`src/core/tql_pkg.sv`:
```
/*
 constants, register map and types of the trigger qualifier core.
 assumes a 20 MHz system clock and a plain word-wide register port.
*/
package tql_pkg;
    // clock and width resolution, in picoseconds
    localparam int unsigned CLK_PS       = 50000;
    localparam int unsigned STEP_PS      = 2500;
    localparam logic [32:0] STEP_PER_CLK = 33'(CLK_PS / STEP_PS);
    localparam logic [32:0] WCNT_SAT     = 33'h1_0000_0000;
    localparam logic [31:0] WREF_MIN     = 32'h0000_0001;
    // longest qualification time and largest event count
    localparam logic [63:0] TIME_MAX_PS  = 64'h0000_1230_CED6_4000;
    localparam logic [31:0] TIME_MAX_CYC = 32'(TIME_MAX_PS / 64'(CLK_PS));
    localparam logic [31:0] EVT_MAX      = 32'h3B9A_CA00;
    // register port widths
    localparam int          AW           = 4;
    localparam int          DW           = 32;
    // register indices
    localparam logic [3:0]  A_CTRL       = 4'h0;
    localparam logic [3:0]  A_PAT        = 4'h1;
    localparam logic [3:0]  A_WREF       = 4'h2;
    localparam logic [3:0]  A_HOLD       = 4'h3;
    localparam logic [3:0]  A_QUAL       = 4'h4;
    localparam logic [3:0]  A_LINE       = 4'h5;
    localparam logic [3:0]  A_TRACK      = 4'h6;
    localparam logic [3:0]  A_STAT       = 4'h7;
    localparam logic [3:0]  A_TCNT       = 4'h8;
    // control register field positions
    localparam int          F_MODE       = 0;
    localparam int          F_WCOND      = 3;
    localparam int          F_WINT       = 5;
    localparam int          F_FALL       = 6;
    localparam int          F_SRC        = 7;
    localparam int          F_EXIT       = 9;
    localparam int          F_HOLD       = 10;
    localparam int          F_QEVT       = 12;
    localparam int          F_VFLD       = 13;
    localparam int          F_VSUB       = 15;
    localparam int          CTRL_W       = 17;
    localparam logic [16:0] CTRL_RST     = 17'h0_0000;
    // track register field positions
    localparam int          F_NFLD       = 0;
    localparam int          F_ILACE      = 8;
    localparam int          F_LPP        = 12;
    // field codes
    localparam logic [1:0]  PT_LOW       = 2'h1;
    localparam logic [1:0]  PT_HIGH      = 2'h2;
    localparam logic [1:0]  WC_OFF       = 2'h0;
    localparam logic [1:0]  WC_LT        = 2'h1;
    localparam logic [1:0]  WC_GT        = 2'h2;
    localparam logic [1:0]  HO_NONE      = 2'h0;
    localparam logic [1:0]  HO_TIME      = 2'h1;
    localparam logic [1:0]  VF_ANY       = 2'h0;
    localparam logic [1:0]  VF_ODD       = 2'h1;
    localparam logic [1:0]  VF_EVEN      = 2'h2;
    localparam logic [1:0]  VS_ANY       = 2'h1;
    localparam logic [1:0]  VS_TRACK     = 2'h2;
    // trigger modes and video tracker states
    typedef enum logic [2:0] {M_SINGLE, M_PATTERN, M_SQUAL, M_TEQUAL, M_VIDEO} tql_mode_type;
    typedef enum logic [1:0] {V_IDLE, V_COUNT, V_LOCK} tql_vstate_type;
endpackage

```
`src/core/tql_core.sv`:
```
/*
 trigger qualifier core: turns comparator states and video detector
 pulses into a one-cycle acquisition trigger.
 assumes comparator and video inputs are asynchronous, arm and busy come
 from acquisition logic on clk, and software uses the plain register port.
*/
`timescale 1ns/100ps
// Behaviour
// - width reference in 2.5 ns steps, minimum one
// - narrow mode fires when width below reference
// - pattern is AND of three terms
// - each term requires low, high or ignores
// - pattern trigger on entering or exiting
// - width compare on pattern duration or interval
// - pattern mode keeps time or event hold-off
// - entering measures entry to entry interval
// - exiting measures duration, fires on fall
// - two-input state starts delay, gates third
// - state qualifier restarts on each entry
// - three-input state delay, then stays enabled
// - no restart until trigger or re-arm
// - video counts lines from chosen field start
// - field tracking re-triggers on known field
// - video any-line trigger without counting
// - counter spans 1e9 events or 20 s
// - hold-off started by accepted triggers, busy ignores
// - pulse to opposite edge, interval to same
module tql_core (
    input  wire logic                  clk,
    input  wire logic                  nrst,
    input  wire logic [tql_pkg::AW-1:0] addr,
    input  wire logic [tql_pkg::DW-1:0] wdata,
    input  wire logic                  wr_en,
    input  wire logic                  rd_en,
    output logic      [tql_pkg::DW-1:0] rdata,
    input  wire logic [2:0]            comp_in,
    input  wire logic                  vid_field_start,
    input  wire logic                  vid_field_odd,
    input  wire logic                  vid_line_start,
    input  wire logic                  arm,
    input  wire logic                  acq_busy,
    output logic                       trig_out
);
    import tql_pkg::*;

    logic [CTRL_W-1:0] ctrl_r;      // mode and option bits
    logic [5:0]        pat_r;       // two bits per input
    logic [31:0]       wref_r;      // width reference, steps
    logic [31:0]       hold_r;      // hold-off, cycles or events
    logic [31:0]       qual_r;      // qualifier delay
    logic [11:0]       line_r;      // target line number
    logic [31:0]       track_r;     // field tracking settings
    logic [DW-1:0]     rdata_r;     // read data register
    logic [2:0]        comp_s1;     // synchroniser first stage
    logic [2:0]        comp_s2;     // synchronised comparators
    logic [2:0]        comp_d;      // previous synced state
    logic [2:0]        vid_s1;      // video first stage
    logic [2:0]        vid_s2;      // synced video pulses
    logic [2:0]        vid_d;       // previous video state
    logic              arm_d;       // previous arm level
    logic              pat_d;       // previous pattern value
    logic              sq_d;        // previous state qualifier
    tql_mode_type      mode_d;      // mode of the previous cycle
    logic [32:0]       wcnt_r;      // width counter, steps
    logic              wrun_r;      // width measurement open
    logic [31:0]       ho_cnt_r;    // hold-off remaining
    logic              ho_act_r;    // hold-off running
    logic [31:0]       qcnt_r;      // qualifier remaining
    logic              qrun_r;      // qualifier counting
    logic              qdone_r;     // qualifier satisfied
    tql_vstate_type    vstate_r;    // video tracker state
    logic [11:0]       lcnt_r;      // lines since field start
    logic [7:0]        fcnt_r;      // fields since lock
    logic              trig_r;      // trigger output register
    logic [15:0]       tcnt_r;      // issued trigger count

    // decoded control fields
    tql_mode_type mode;
    logic [1:0]   wcond;
    logic [1:0]   hkind;
    logic [1:0]   vfld;
    logic [1:0]   vsub;
    logic [1:0]   src;
    assign mode  = tql_mode_type'(ctrl_r[F_MODE +: 3]);
    assign wcond = ctrl_r[F_WCOND +: 2];
    assign hkind = ctrl_r[F_HOLD +: 2];
    assign vfld  = ctrl_r[F_VFLD +: 2];
    assign vsub  = ctrl_r[F_VSUB +: 2];
    assign src   = ctrl_r[F_SRC +: 2];

    // register writes; values clamped so counters stay in range
    always_ff @(posedge clk) begin
        if (!nrst) begin
            ctrl_r  <= CTRL_RST;
            pat_r   <= 6'h00;
            wref_r  <= WREF_MIN;
            hold_r  <= 32'h0;
            qual_r  <= 32'h0;
            line_r  <= 12'h001;
            track_r <= 32'h0;
        end else if (wr_en) begin
            unique case (addr)
                A_CTRL:  ctrl_r  <= wdata[CTRL_W-1:0];
                A_PAT:   pat_r   <= wdata[5:0];
                // zero would mean no width at all
                A_WREF:  wref_r  <= (wdata < WREF_MIN) ? WREF_MIN : wdata;
                A_HOLD:  hold_r  <= (wdata > EVT_MAX) ? EVT_MAX : wdata;
                A_QUAL:  qual_r  <= (wdata > EVT_MAX) ? EVT_MAX : wdata;
                A_LINE:  line_r  <= wdata[11:0];
                A_TRACK: track_r <= wdata;
                default: ;
            endcase
        end
    end

    // status word built from live state
    logic [31:0] stat;
    assign stat = {23'h0, vstate_r == V_LOCK, vstate_r == V_COUNT, wrun_r,
                   qdone_r, ho_act_r, pat_d, comp_s2};

    // read data stand only in the cycle after the strobe
    always_ff @(posedge clk) begin
        if (!nrst || !rd_en) begin
            rdata_r <= '0;
        end else begin
            unique case (addr)
                A_CTRL:  rdata_r <= {15'h0, ctrl_r};
                A_PAT:   rdata_r <= {26'h0, pat_r};
                A_WREF:  rdata_r <= wref_r;
                A_HOLD:  rdata_r <= hold_r;
                A_QUAL:  rdata_r <= qual_r;
                A_LINE:  rdata_r <= {20'h0, line_r};
                A_TRACK: rdata_r <= track_r;
                A_STAT:  rdata_r <= stat;
                A_TCNT:  rdata_r <= {16'h0, tcnt_r};
                default: rdata_r <= '0; // unmapped reads zero
            endcase
        end
    end
    assign rdata = rdata_r;

    // two-stage synchronisers; only stage two is looked at
    always_ff @(posedge clk) begin
        if (!nrst) begin
            comp_s1 <= 3'h0;
            comp_s2 <= 3'h0;
            vid_s1  <= 3'h0;
            vid_s2  <= 3'h0;
        end else begin
            comp_s1 <= comp_in;
            comp_s2 <= comp_s1;
            vid_s1  <= {vid_line_start, vid_field_odd, vid_field_start};
            vid_s2  <= vid_s1;
        end
    end

    // per-input pattern terms; code 0 or 3 ignores the input
    logic [2:0] term_ok;
    for (genvar i = 0; i < 3; i++) begin : g_term
        assign term_ok[i] = (pat_r[2*i +: 2] == PT_LOW)  ? !comp_s2[i] :
                            (pat_r[2*i +: 2] == PT_HIGH) ?  comp_s2[i] : 1'b1;
    end

    logic       pat_now;   // all three terms hold
    logic       sq_now;    // two-input state, source ignored
    logic [2:0] src_hot;
    assign src_hot = 3'h1 << src;
    assign pat_now = &term_ok;
    assign sq_now  = &(term_ok | src_hot);

    // history for edge detection
    always_ff @(posedge clk) begin
        if (!nrst) begin
            comp_d <= 3'h0;
            vid_d  <= 3'h0;
            arm_d  <= 1'b0;
            pat_d  <= 1'b0;
            sq_d   <= 1'b0;
            mode_d <= M_SINGLE;
        end else begin
            comp_d <= comp_s2;
            vid_d  <= vid_s2;
            arm_d  <= arm;
            pat_d  <= pat_now;
            sq_d   <= sq_now;
            mode_d <= mode;
        end
    end

    // edges of the chosen source and the pattern
    logic s_now, s_old, slope_edge, opp_edge;
    logic pat_rise, pat_fall, sq_rise, arm_rise;
    logic fld_rise, line_rise, fld_odd;
    assign s_now      = comp_s2[src];
    assign s_old      = comp_d[src];
    assign slope_edge = ctrl_r[F_FALL] ? (s_old && !s_now) : (s_now && !s_old);
    assign opp_edge   = ctrl_r[F_FALL] ? (s_now && !s_old) : (s_old && !s_now);
    assign pat_rise   = pat_now && !pat_d;
    assign pat_fall   = !pat_now && pat_d;
    assign sq_rise    = sq_now && !sq_d;
    assign arm_rise   = arm && !arm_d;
    assign fld_rise   = vid_s2[0] && !vid_d[0];
    assign fld_odd    = vid_s2[1];
    assign line_rise  = vid_s2[2] && !vid_d[2];

    // measurement window edges and the point of the trigger
    logic m_start, m_end, m_evt;
    always_comb begin
        if (mode == M_PATTERN) begin
            m_start = pat_rise;
            m_end   = ctrl_r[F_EXIT] ? pat_fall : pat_rise;
            m_evt   = ctrl_r[F_EXIT] ? pat_fall : pat_rise;
        end else begin
            m_start = slope_edge;
            m_end   = ctrl_r[F_WINT] ? slope_edge : opp_edge;
            m_evt   = slope_edge;
        end
    end

    // width counter advances one clock period per cycle, in steps;
    // resolution is therefore one clock, not one step
    always_ff @(posedge clk) begin
        // an edge in the cycle of re-arming still opens its window
        if (!nrst || (arm_rise && !m_start)) begin
            wrun_r <= 1'b0;
            wcnt_r <= '0;
        end else if (m_start) begin
            wrun_r <= 1'b1; // interval restarts at its own end
            wcnt_r <= '0;
        end else if (m_end) begin
            wrun_r <= 1'b0; // duration closes at exit
        end else if (wrun_r && wcnt_r < WCNT_SAT) begin
            wcnt_r <= wcnt_r + STEP_PER_CLK;
        end
    end

    // width including the cycle of the closing edge
    logic [32:0] width_meas;
    logic        width_ok;
    assign width_meas = wcnt_r + STEP_PER_CLK;
    assign width_ok   = wrun_r && ((wcond == WC_LT) ? (width_meas < {1'b0, wref_r}) :
                                   (wcond == WC_GT) && (width_meas > {1'b0, wref_r}));

    // video: field and line matching
    logic        field_hit, line_hit, lost, vid_hit;
    logic [7:0]  nfld;
    logic [15:0] lines_x;
    assign nfld      = track_r[F_NFLD +: 8];
    assign lines_x   = {4'h0, lcnt_r} * {12'h0, track_r[F_ILACE +: 4]};
    assign lost      = lines_x > {4'h0, track_r[F_LPP +: 12]};
    assign field_hit = fld_rise && (vfld == VF_ANY || (vfld == VF_ODD && fld_odd) ||
                                    (vfld == VF_EVEN && !fld_odd));
    assign line_hit  = (vstate_r == V_COUNT) && line_rise && (lcnt_r + 12'h1 == line_r);
    assign vid_hit   = (vsub == VS_ANY) ? line_rise : line_hit;

    // potential trigger per mode
    logic pot, accept;
    always_comb begin
        pot = 1'b0;
        unique case (mode)
            M_SINGLE, M_PATTERN: pot = (wcond == WC_OFF) ? m_evt : (m_end && width_ok);
            M_SQUAL:  pot = slope_edge && sq_now && qdone_r;
            M_TEQUAL: pot = slope_edge && qdone_r;
            M_VIDEO:  pot = vid_hit;
            default:  pot = 1'b0; // illegal mode codes never fire
        endcase
    end
    // busy acquisition or running hold-off drops the candidate
    assign accept = pot && arm && !acq_busy && !ho_act_r;

    // hold-off loads on each accepted trigger, by time or events,
    // in every mode alike
    logic [31:0] hold_ld;
    assign hold_ld = (hkind == HO_TIME && hold_r > TIME_MAX_CYC) ? TIME_MAX_CYC : hold_r;
    always_ff @(posedge clk) begin
        // a trigger in the cycle of re-arming still starts its hold-off
        if (!nrst || (arm_rise && !accept)) begin
            ho_act_r <= 1'b0;
            ho_cnt_r <= 32'h0;
        end else if (accept) begin
            ho_act_r <= (hkind != HO_NONE) && (hold_ld != 32'h0);
            ho_cnt_r <= hold_ld;
        end else if (ho_act_r && (hkind == HO_TIME || pot)) begin
            // event hold-off counts the ignored candidates
            ho_cnt_r <= ho_cnt_r - 32'h1;
            if (ho_cnt_r == 32'h1) begin
                ho_act_r <= 1'b0;
            end
        end
    end

    // qualifier delay shared by both qualified modes
    logic        q_start, q_tick, q_clr;
    logic [31:0] qual_ld;
    assign qual_ld = (!ctrl_r[F_QEVT] && qual_r > TIME_MAX_CYC) ? TIME_MAX_CYC : qual_r;
    assign q_start = (mode == M_SQUAL) ? sq_rise :
                     (mode == M_TEQUAL) && pat_rise && !qrun_r && !qdone_r;
    assign q_tick  = ctrl_r[F_QEVT] ? slope_edge : 1'b1;
    // a mode change drops qualification left over from the other qualified mode
    assign q_clr   = arm_rise || (mode == M_TEQUAL && accept) || (mode != mode_d) ||
                     (mode == M_SQUAL && !sq_now) || (mode != M_SQUAL && mode != M_TEQUAL);
    always_ff @(posedge clk) begin
        // a new state entry wins over a clear in the same cycle
        if (!nrst || (q_clr && !q_start)) begin
            qrun_r  <= 1'b0;
            qdone_r <= 1'b0;
            qcnt_r  <= 32'h0;
        end else if (q_start) begin
            qcnt_r  <= qual_ld;
            qrun_r  <= qual_ld != 32'h0;
            qdone_r <= qual_ld == 32'h0;
        end else if (qrun_r && q_tick) begin
            qcnt_r <= qcnt_r - 32'h1;
            if (qcnt_r == 32'h1) begin
                qrun_r  <= 1'b0;
                qdone_r <= 1'b1; // stays until re-arm, mode change, trigger (M_TEQUAL) or state exit (M_SQUAL)
            end
        end
    end

    // line and field counters of the video tracker
    always_ff @(posedge clk) begin
        if (!nrst || fld_rise) begin
            lcnt_r <= 12'h0;
        end else if (line_rise && lcnt_r != 12'hFFF) begin
            lcnt_r <= lcnt_r + 12'h1;
        end
    end
    always_ff @(posedge clk) begin
        if (!nrst || line_hit) begin
            fcnt_r <= 8'h0;
        end else if (vstate_r == V_LOCK && fld_rise) begin
            fcnt_r <= fcnt_r + 8'h1;
        end
    end

    // video tracker: wait for field, count lines, then hold lock
    always_ff @(posedge clk) begin
        if (!nrst || arm_rise || mode != M_VIDEO || vsub == VS_ANY) begin
            vstate_r <= V_IDLE;
        end else begin
            unique case (vstate_r)
                V_IDLE: begin
                    if (field_hit) begin
                        vstate_r <= V_COUNT;
                    end
                end
                V_COUNT: begin
                    if (line_hit) begin
                        vstate_r <= (vsub == VS_TRACK) ? V_LOCK : V_IDLE;
                    end else if (fld_rise && !field_hit) begin
                        vstate_r <= V_IDLE; // target line missed
                    end
                end
                V_LOCK: begin
                    // field count relative to the latest target line hit
                    if (fld_rise && fcnt_r + 8'h1 >= nfld) begin
                        vstate_r <= V_COUNT;
                    end else if (lost) begin
                        vstate_r <= V_IDLE; // more lines than a field holds
                    end
                end
            endcase
        end
    end

    // trigger output and issued count
    always_ff @(posedge clk) begin
        if (!nrst) begin
            trig_r <= 1'b0;
            tcnt_r <= 16'h0;
        end else begin
            trig_r <= accept;
            if (accept) begin
                tcnt_r <= tcnt_r + 16'h1;
            end
        end
    end
    assign trig_out = trig_r;
endmodule

```
`config.mk`:
```
export PLATFORM = sky130hd
export DESIGN_NAME = tql_core
export DESIGN_NICKNAME = d
export VERILOG_FILES = /design/src/core/tql_pkg.sv /design/src/core/tql_core.sv
export SDC_FILE = /design/constraint.sdc
export NUM_CORES = 1
export LEC_CHECK = 0
export BUFFER_PORTS_ARGS = -buffer_cell sky130_fd_sc_hd__buf_2
export CAP_MARGIN = 20
export CORE_MARGIN = 10
export CORE_UTILIZATION = 63
export DETAILED_ROUTE_END_ITERATION = 16
export PLACE_DENSITY_LB_ADDON = 0.1
export SLEW_MARGIN = 30
export SYNTH_ARGS = -nofsm -noshare
export SYNTH_HDL_FRONTEND = slang
export SYNTH_SLANG_ARGS = --single-unit
```
`constraint.sdc`:
```
create_clock -name clk -period 6.9 [get_ports clk]
set_input_delay 2.07 -clock clk [delete_from_list [all_inputs] [get_ports clk]]
set_output_delay 2.07 -clock clk [all_outputs]
set_load 0.05 [all_outputs]
```
==> impl_metrics.toml, run 1 <==
[outcome]
status = "finished clean"

[clock_network]
ctsLongestPathBuffers = 3
cts_tree = "yes"
cts_root_buf = "clkbuf_16"
clkSinkCount = 356
cts-htree-levels = 2
insertion_delay_ns = 0.55
clk_pin_slew_ns = 0.06
numCtsBuffers = 38
cts_setup_buffers = 0

[timing]
finalSetupViolCount = 0
post-route-period-util_pct = 89.7
slew_viol_final = 0
finalSetupTns_ns = 0
finalHoldViolCount = 0
slew_headroom_pct = 40.3
period_needed_ns = 6.19
setup_slack_ns = 0.708
worstMarginPinSlew_ns = 0.896
skew_ns = 0.0226
fmax_mhz = 162
rsz0062_at_grt = "false"

[worst_setup_path]
cp-start-kind = "flop"
crit_arrival_ns = 6.58
endpoint_kind = "flop"
worstSetupPathType = "flop to flop"
crit_path_top_delay_cell = "o21a_1"
cp_max_fo = 20
cpPeakStageDelay_ns = 0.64
path_cells = "a21oi_1, nor2_1, and4_1, nand4_1, nor4_1, and3_1, and3_1, nand3_1, xnor2_1, ha_1, nand3_1, nor4_1, nand2_1, a211oi_1, nor4b_1, a211o_1, a211o_1, a31oi_1, o21a_1, buf_4, nor3_1"
path_buf_inv = 1
critPathTopFamily = "simple AND/OR/NAND/NOR gates"
critPathRequiredTime_ns = 7.28

[grt]
grt_pass1_vias = 17700
grt_overflow = 0
grtUsageTotal_pct = 32.7
antenna_found_initial = 3
grt_pass1_wl_mm = 101
grt_max_degree = 116

[final_layout]
drive_gt1_share_pct = 7.77
fillers = 2608
layout.cells.non_filler = 2908
multi_input_area_sq_um = 11600
area_growth_pct = 8.53
nets = 2631
seqCellArea_sq_um = 7130
fin_area_sq_um = 21500

[synthesis]
ys.flop_type = "dfxtp_1"
synth-seq-cells = 356
synth_edf_count = 0
synth_warnings = 0
syn_area_sq_um = 19800
synth_area_leaders = "dfxtp_1 36%, nand2_1 7.2%, a21oi_1 6.0%"
ys_seq_area_share_pct = 36.1
async_reset_ff_share_pct = 0
synth_common_cells = "379 x nand2_1, 356 x dfxtp_1, 237 x a21oi_1"
yosysTopAreaCellShare_pct = 36.1
synth_fp_nets = 2650
avgSynthCellArea_sq_um = 7.90
yosys.area.top_type = "dfxtp_1"
netlist_instances = 2501
yosysMostFrequentCell = "nand2_1"
synth_cell_types = 86

[pwr]
intPower_mw = 3.31
combPwrFrac_pct = 6.7
sequentialPowerShare_pct = 47.7
p_leak_nw = 8.15
switching_share_pct = 25.0
net-switching-power_mw = 1.10
finalPower_mw = 4.41
irDropWorstVdd_uv = 207
power_density_nw_per_um2 = 206
clockPowerShare_pct = 45.6

[detailed_routing]
ant_nets = 0
vias = 19100
viasPerCell = 6.57
detail_route.wl_per_cell_um = 22.4
drt_pre_antenna_iters = 6
drc = 0
first_iter_violations = 2534
wirelength_mm = 65.2

[min_path]
min_path_type = "flop to flop"

[placement]
dp_slack_ns = 0.622
gp_congestion = 0.977
io_buffers = 80
dp_hpwl_mm = 46.9
dp_cells = 2838
dpl_cell_area_sq_um = 20200

[die]
chipWidth_um = 197
start_util_pct = 64.3
num_rows = 64
die_y_um = 197
fp.coreArea_sq_um = 30700
pin_count = 81
dieArea_sq_um = 38900

[flow_run]
cap_violations = 0
## metrics by stage
step | hold WS [ns] | util [%]
after floorplan | 0.412 | -
after global placement | 0.421 | 65.8
after detailed placement | 0.424 | 65.8
after CTS | 0.446 | 69.7
after global routing | 0.453 | 69.8
final | 0.440 | 69.8
## flip-flops by register name (all words and copies together) (netlist names), 8 cells and up
signal and count:
fcnt_r 8, rdata 32, line_r 12, tcnt_r 16, ctrl_r 17, hold_r 32
lcnt_r 12, track_r 32, wref_r 32, qual_r 32, qcnt_r 32, ho_cnt_r 32
wcnt_r 31
## logic make-up after synthesis
family	after synthesis	share of synthesized area, %
buffers and inverters	273	5.39
AO/OA/AOI/OAI	558	18.0
flip-flops	356	36.1
adder cells (fa/ha/maj)	101	7.15
multiplexers	38	2.07
XOR/XNOR	151	6.69
AND/OR/NAND/NOR	1024	24.7
## cells in the final DEF (no fill, tap or decap), types with 8 or more instances in the layout
master       n
a211o_1      8
a211oi_1    34
a21o_1      13
a21oi_1    236
a221oi_1    19
a22oi_1     51
a31oi_1      8
and2_1      47
and3_1      38
and4_1       8
buf_2       80
buf_4       26
clkbuf_1    13
clkbuf_16   38
dfxtp_1    356
fa_1        20
ha_1        81
inv_1      106
mux2i_1     33
nand2_1    377
nand2b_1    19
nand3_1     87
nand3b_1    10
nand4_1     35
nor2_1     203
nor2b_1     27
nor3_1      66
nor4_1      34
o211ai_1    10
o21ai_0     66
o22ai_1     16
o311ai_0    18
or3_1       27
or4_1       16
xnor2_1     59
xor2_1      92
## power groups by stage
stage          sequential (mW)  combinational, mW  clock, mW
6_report                  2.11              0.296       2.01
5_1_grt                   2.11              0.318       2.09
2_1_floorplan             2.14              0.194          0
3_5_place_dp              2.15              0.285          0
3_3_place_gp              2.15              0.279          0
4_1_cts                   2.10              0.287       2.01
## per-layer routing
metal  wire length, um  global-route usage (%)  vias to the layer above
met5                10                       0                        -
met4              2530                    12.3                        2
met3              7710                    8.18                      177
met2             28200                    49.0                     1158
met1             26700                    44.4                     9040
li1                  -                       -                     8737
## what timing repair did
action	CTS	global route
resized for setup	0	1
endpoints found under the setup margin	0	22
hold buffers	0	0
## final timing paths
path | slack, ns | startpoint | cells past startpoint | end
setup / recovery | 0.71 | wcnt_r[4] | 21 | qcnt_r[9]
hold / removal | 0.44 | vid_s1[0] | 1 | vid_s2[0]
setup reg to reg | 0.71 | wcnt_r[4] | 21 | qcnt_r[9]
hold reg to reg | 0.44 | vid_s1[0] | 1 | vid_s2[0]
## layout make-up
cell class	count	area share, %
Timing Repair Buffer	106	2.78
Inverter	108	1.91
Tap cell	396	2.31
Clock buffer	55	4.92
Sequential cell	356	33.2
Multi-Input combinational cell	1872	54.2
Clock inverter	13	0.659
Antenna cell	2	0.0233
(Power assumes the default switching activity.)
==> run 2: changes to the inputs <==
==> constraint.sdc (replaced) <==
create_clock -name clk -period 5.8 [get_ports clk]
set_input_delay 1.74 -clock clk [delete_from_list [all_inputs] [get_ports clk]]
set_output_delay 1.74 -clock clk [all_outputs]
set_load 0.05 [all_outputs]
==> impl_metrics.toml, run 2 (synthesis gave the netlist of run 1 again) <==
[die]
chipWidth_um = 197
pin_count = 81
die_y_um = 197
fp.coreArea_sq_um = 30700
num_rows = 64
dieArea_sq_um = 38900
start_util_pct = 64.3

[timing]
whs_ns = 0.427
slew_viol_final = 0
worstMarginPinSlew_ns = 0.997
skew_ns = 0.0235
finalHoldViolCount = 0
finalSetupTns_ns = 0
period_needed_ns = 5.45
slew_headroom_pct = 33.3
finalSetupViolCount = 0
post-route-period-util_pct = 94.0
fmax_mhz = 183

[clock_network]
numCtsBuffers = 39
cts_hold_buffers = 0
clkSinkCount = 356
cts_root_buf = "clkbuf_16"
ctsLongestPathBuffers = 3
cts-htree-levels = 2
cts_tree = "yes"
clk_pin_slew_ns = 0.06
insertion_delay_ns = 0.55

[detailed_routing]
wirelength_mm = 64.7
detail_route.wl_per_cell_um = 22.1
ant_nets = 0
first_iter_violations = 2394
drt_pre_antenna_iters = 8
vias = 19200
drc = 0
viasPerCell = 6.55

[flow_run]
cap_violations = 0

[placement]
io_buffers = 80
gp_congestion = 1.03
dp_hpwl_mm = 46.7

[final_layout]
layout_commonest_cell = "nand2_1"
fillers = 2484
drive_gt1_share_pct = 8.82
nets = 2651
seqCellArea_sq_um = 7130
area_growth_pct = 9.79
layout_common_cells = "377 x nand2_1, 356 x dfxtp_1, 236 x a21oi_1"
postLayoutCoreUtil_pct = 70.6
multi_input_area_sq_um = 11700

[grt]
grt_pass1_wl_mm = 101
antenna_found_initial = 7
grtUsageTotal_pct = 32.2
grt_max_degree = 93
grt_overflow = 0
grt_pass1_vias = 17900

[pwr]
p_leak_nw = 8.29
sequentialPowerShare_pct = 46.8
clockPowerShare_pct = 46.4
irDropWorstVdd_uv = 269
finalPower_mw = 5.34
combPwrFrac_pct = 6.8
intPower_mw = 4.02
switching_share_pct = 24.8
power_density_nw_per_um2 = 246
net-switching-power_mw = 1.33

[worst_setup_path]
worstSetupPathType = "flop to flop"
crit_arrival_ns = 5.90
cp_max_fo = 14
critPathRequiredTime_ns = 6.25
cp-start-kind = "flop"
endpoint_kind = "flop"

[outcome]
status = "finished clean"

[min_path]
min_path_type = "flop to flop"
## run 2: cell types whose count changed in the layout (fill, tap and decap cells not counted), sizes merged
cell	before	now
clkbuf	55	52
clkinvlp	3	0
bufinv	2	3
clkinv	7	11
diode	2	5
buf	106	125
## run 2: path summary, 6_finish.rpt
path | cells past startpoint | to | slack (ns) | startpoint
worst max-delay path | 21 | vstate_r[0] | 0.35 | lcnt_r[2]
worst min-delay path | 1 | comp_s2[0] | 0.43 | comp_s1[0]
worst max register to register | 21 | vstate_r[0] | 0.35 | lcnt_r[2]
worst min register to register | 1 | comp_s2[0] | 0.43 | comp_s1[0]
## run 2: critical path: stages, from the launching register on
cell	delay [ns]
dfxtp_1	0.63
nand2_1	0.13
fa_1	0.49
fa_1	0.61
inv_1	0.06
ha_1	0.29
a21o_1	0.16
a21oi_1	0.19
nand2b_1	0.13
a21boi_0	0.10
o41ai_1	0.26
buf_4	0.18
o21bai_1	0.06
a21oi_1	0.17
xnor2_1	0.16
ha_1	0.28
and3_1	0.19
a221oi_1	0.27
o211ai_1	0.13
o41ai_2	0.50
nor2_1	0.11
a211oi_1	0.23
## run 2: layout make-up
class | instances | area share, %
antenna | 5 | 0.0577
clock buffer | 52 | 4.91
clock inverter | 15 | 0.894
inverter | 108 | 1.89
multi-input combinational | 1872 | 53.7
sequential | 356 | 32.8
tap | 396 | 2.28
timing repair buffer | 125 | 3.42
## run 2: power groups by stage
| stage | combinational [mW] | sequential [mW] | clock [mW] |
|---|---|---|---|
| 2_1_floorplan | 0.231 | 2.54 | 0 |
| 3_3_place_gp | 0.337 | 2.55 | 0 |
| 3_5_place_dp | 0.344 | 2.55 | 0 |
| 4_1_cts | 0.347 | 2.50 | 2.49 |
| 5_1_grt | 0.386 | 2.50 | 2.60 |
| 6_report | 0.361 | 2.50 | 2.48 |
## run 2: what timing repair did
action | 4_1_cts | 5_1_grt
buffers inserted | 0 | 1
endpoints found under the setup margin | 0 | 83
resized for setup | 0 | 11
## run 2: through the flow
| stage | instance area (sq um) | cells | setup WS, ns |
|---|---|---|---|
| floorplan | 19800 | 2501 | 0.612 |
| global placement | 20400 | 2856 | 0.223 |
| detailed placement | 20400 | 2856 | 0.0670 |
| CTS | 21600 | 2923 | 0.0308 |
| global route | 21700 | 2929 | -0.0186 |
| finish | 21700 | 2929 | 0.348 |
## run 2: metal layers
| layer | global-route usage, % | part of all wire [%] |
|---|---|---|
| met2 | 48.5 | 43 |
| met4 | 13.8 | 4.5 |
| met3 | 8.94 | 12 |
| met1 | 42.6 | 41 |
| met5 | 0 | 0.042 |
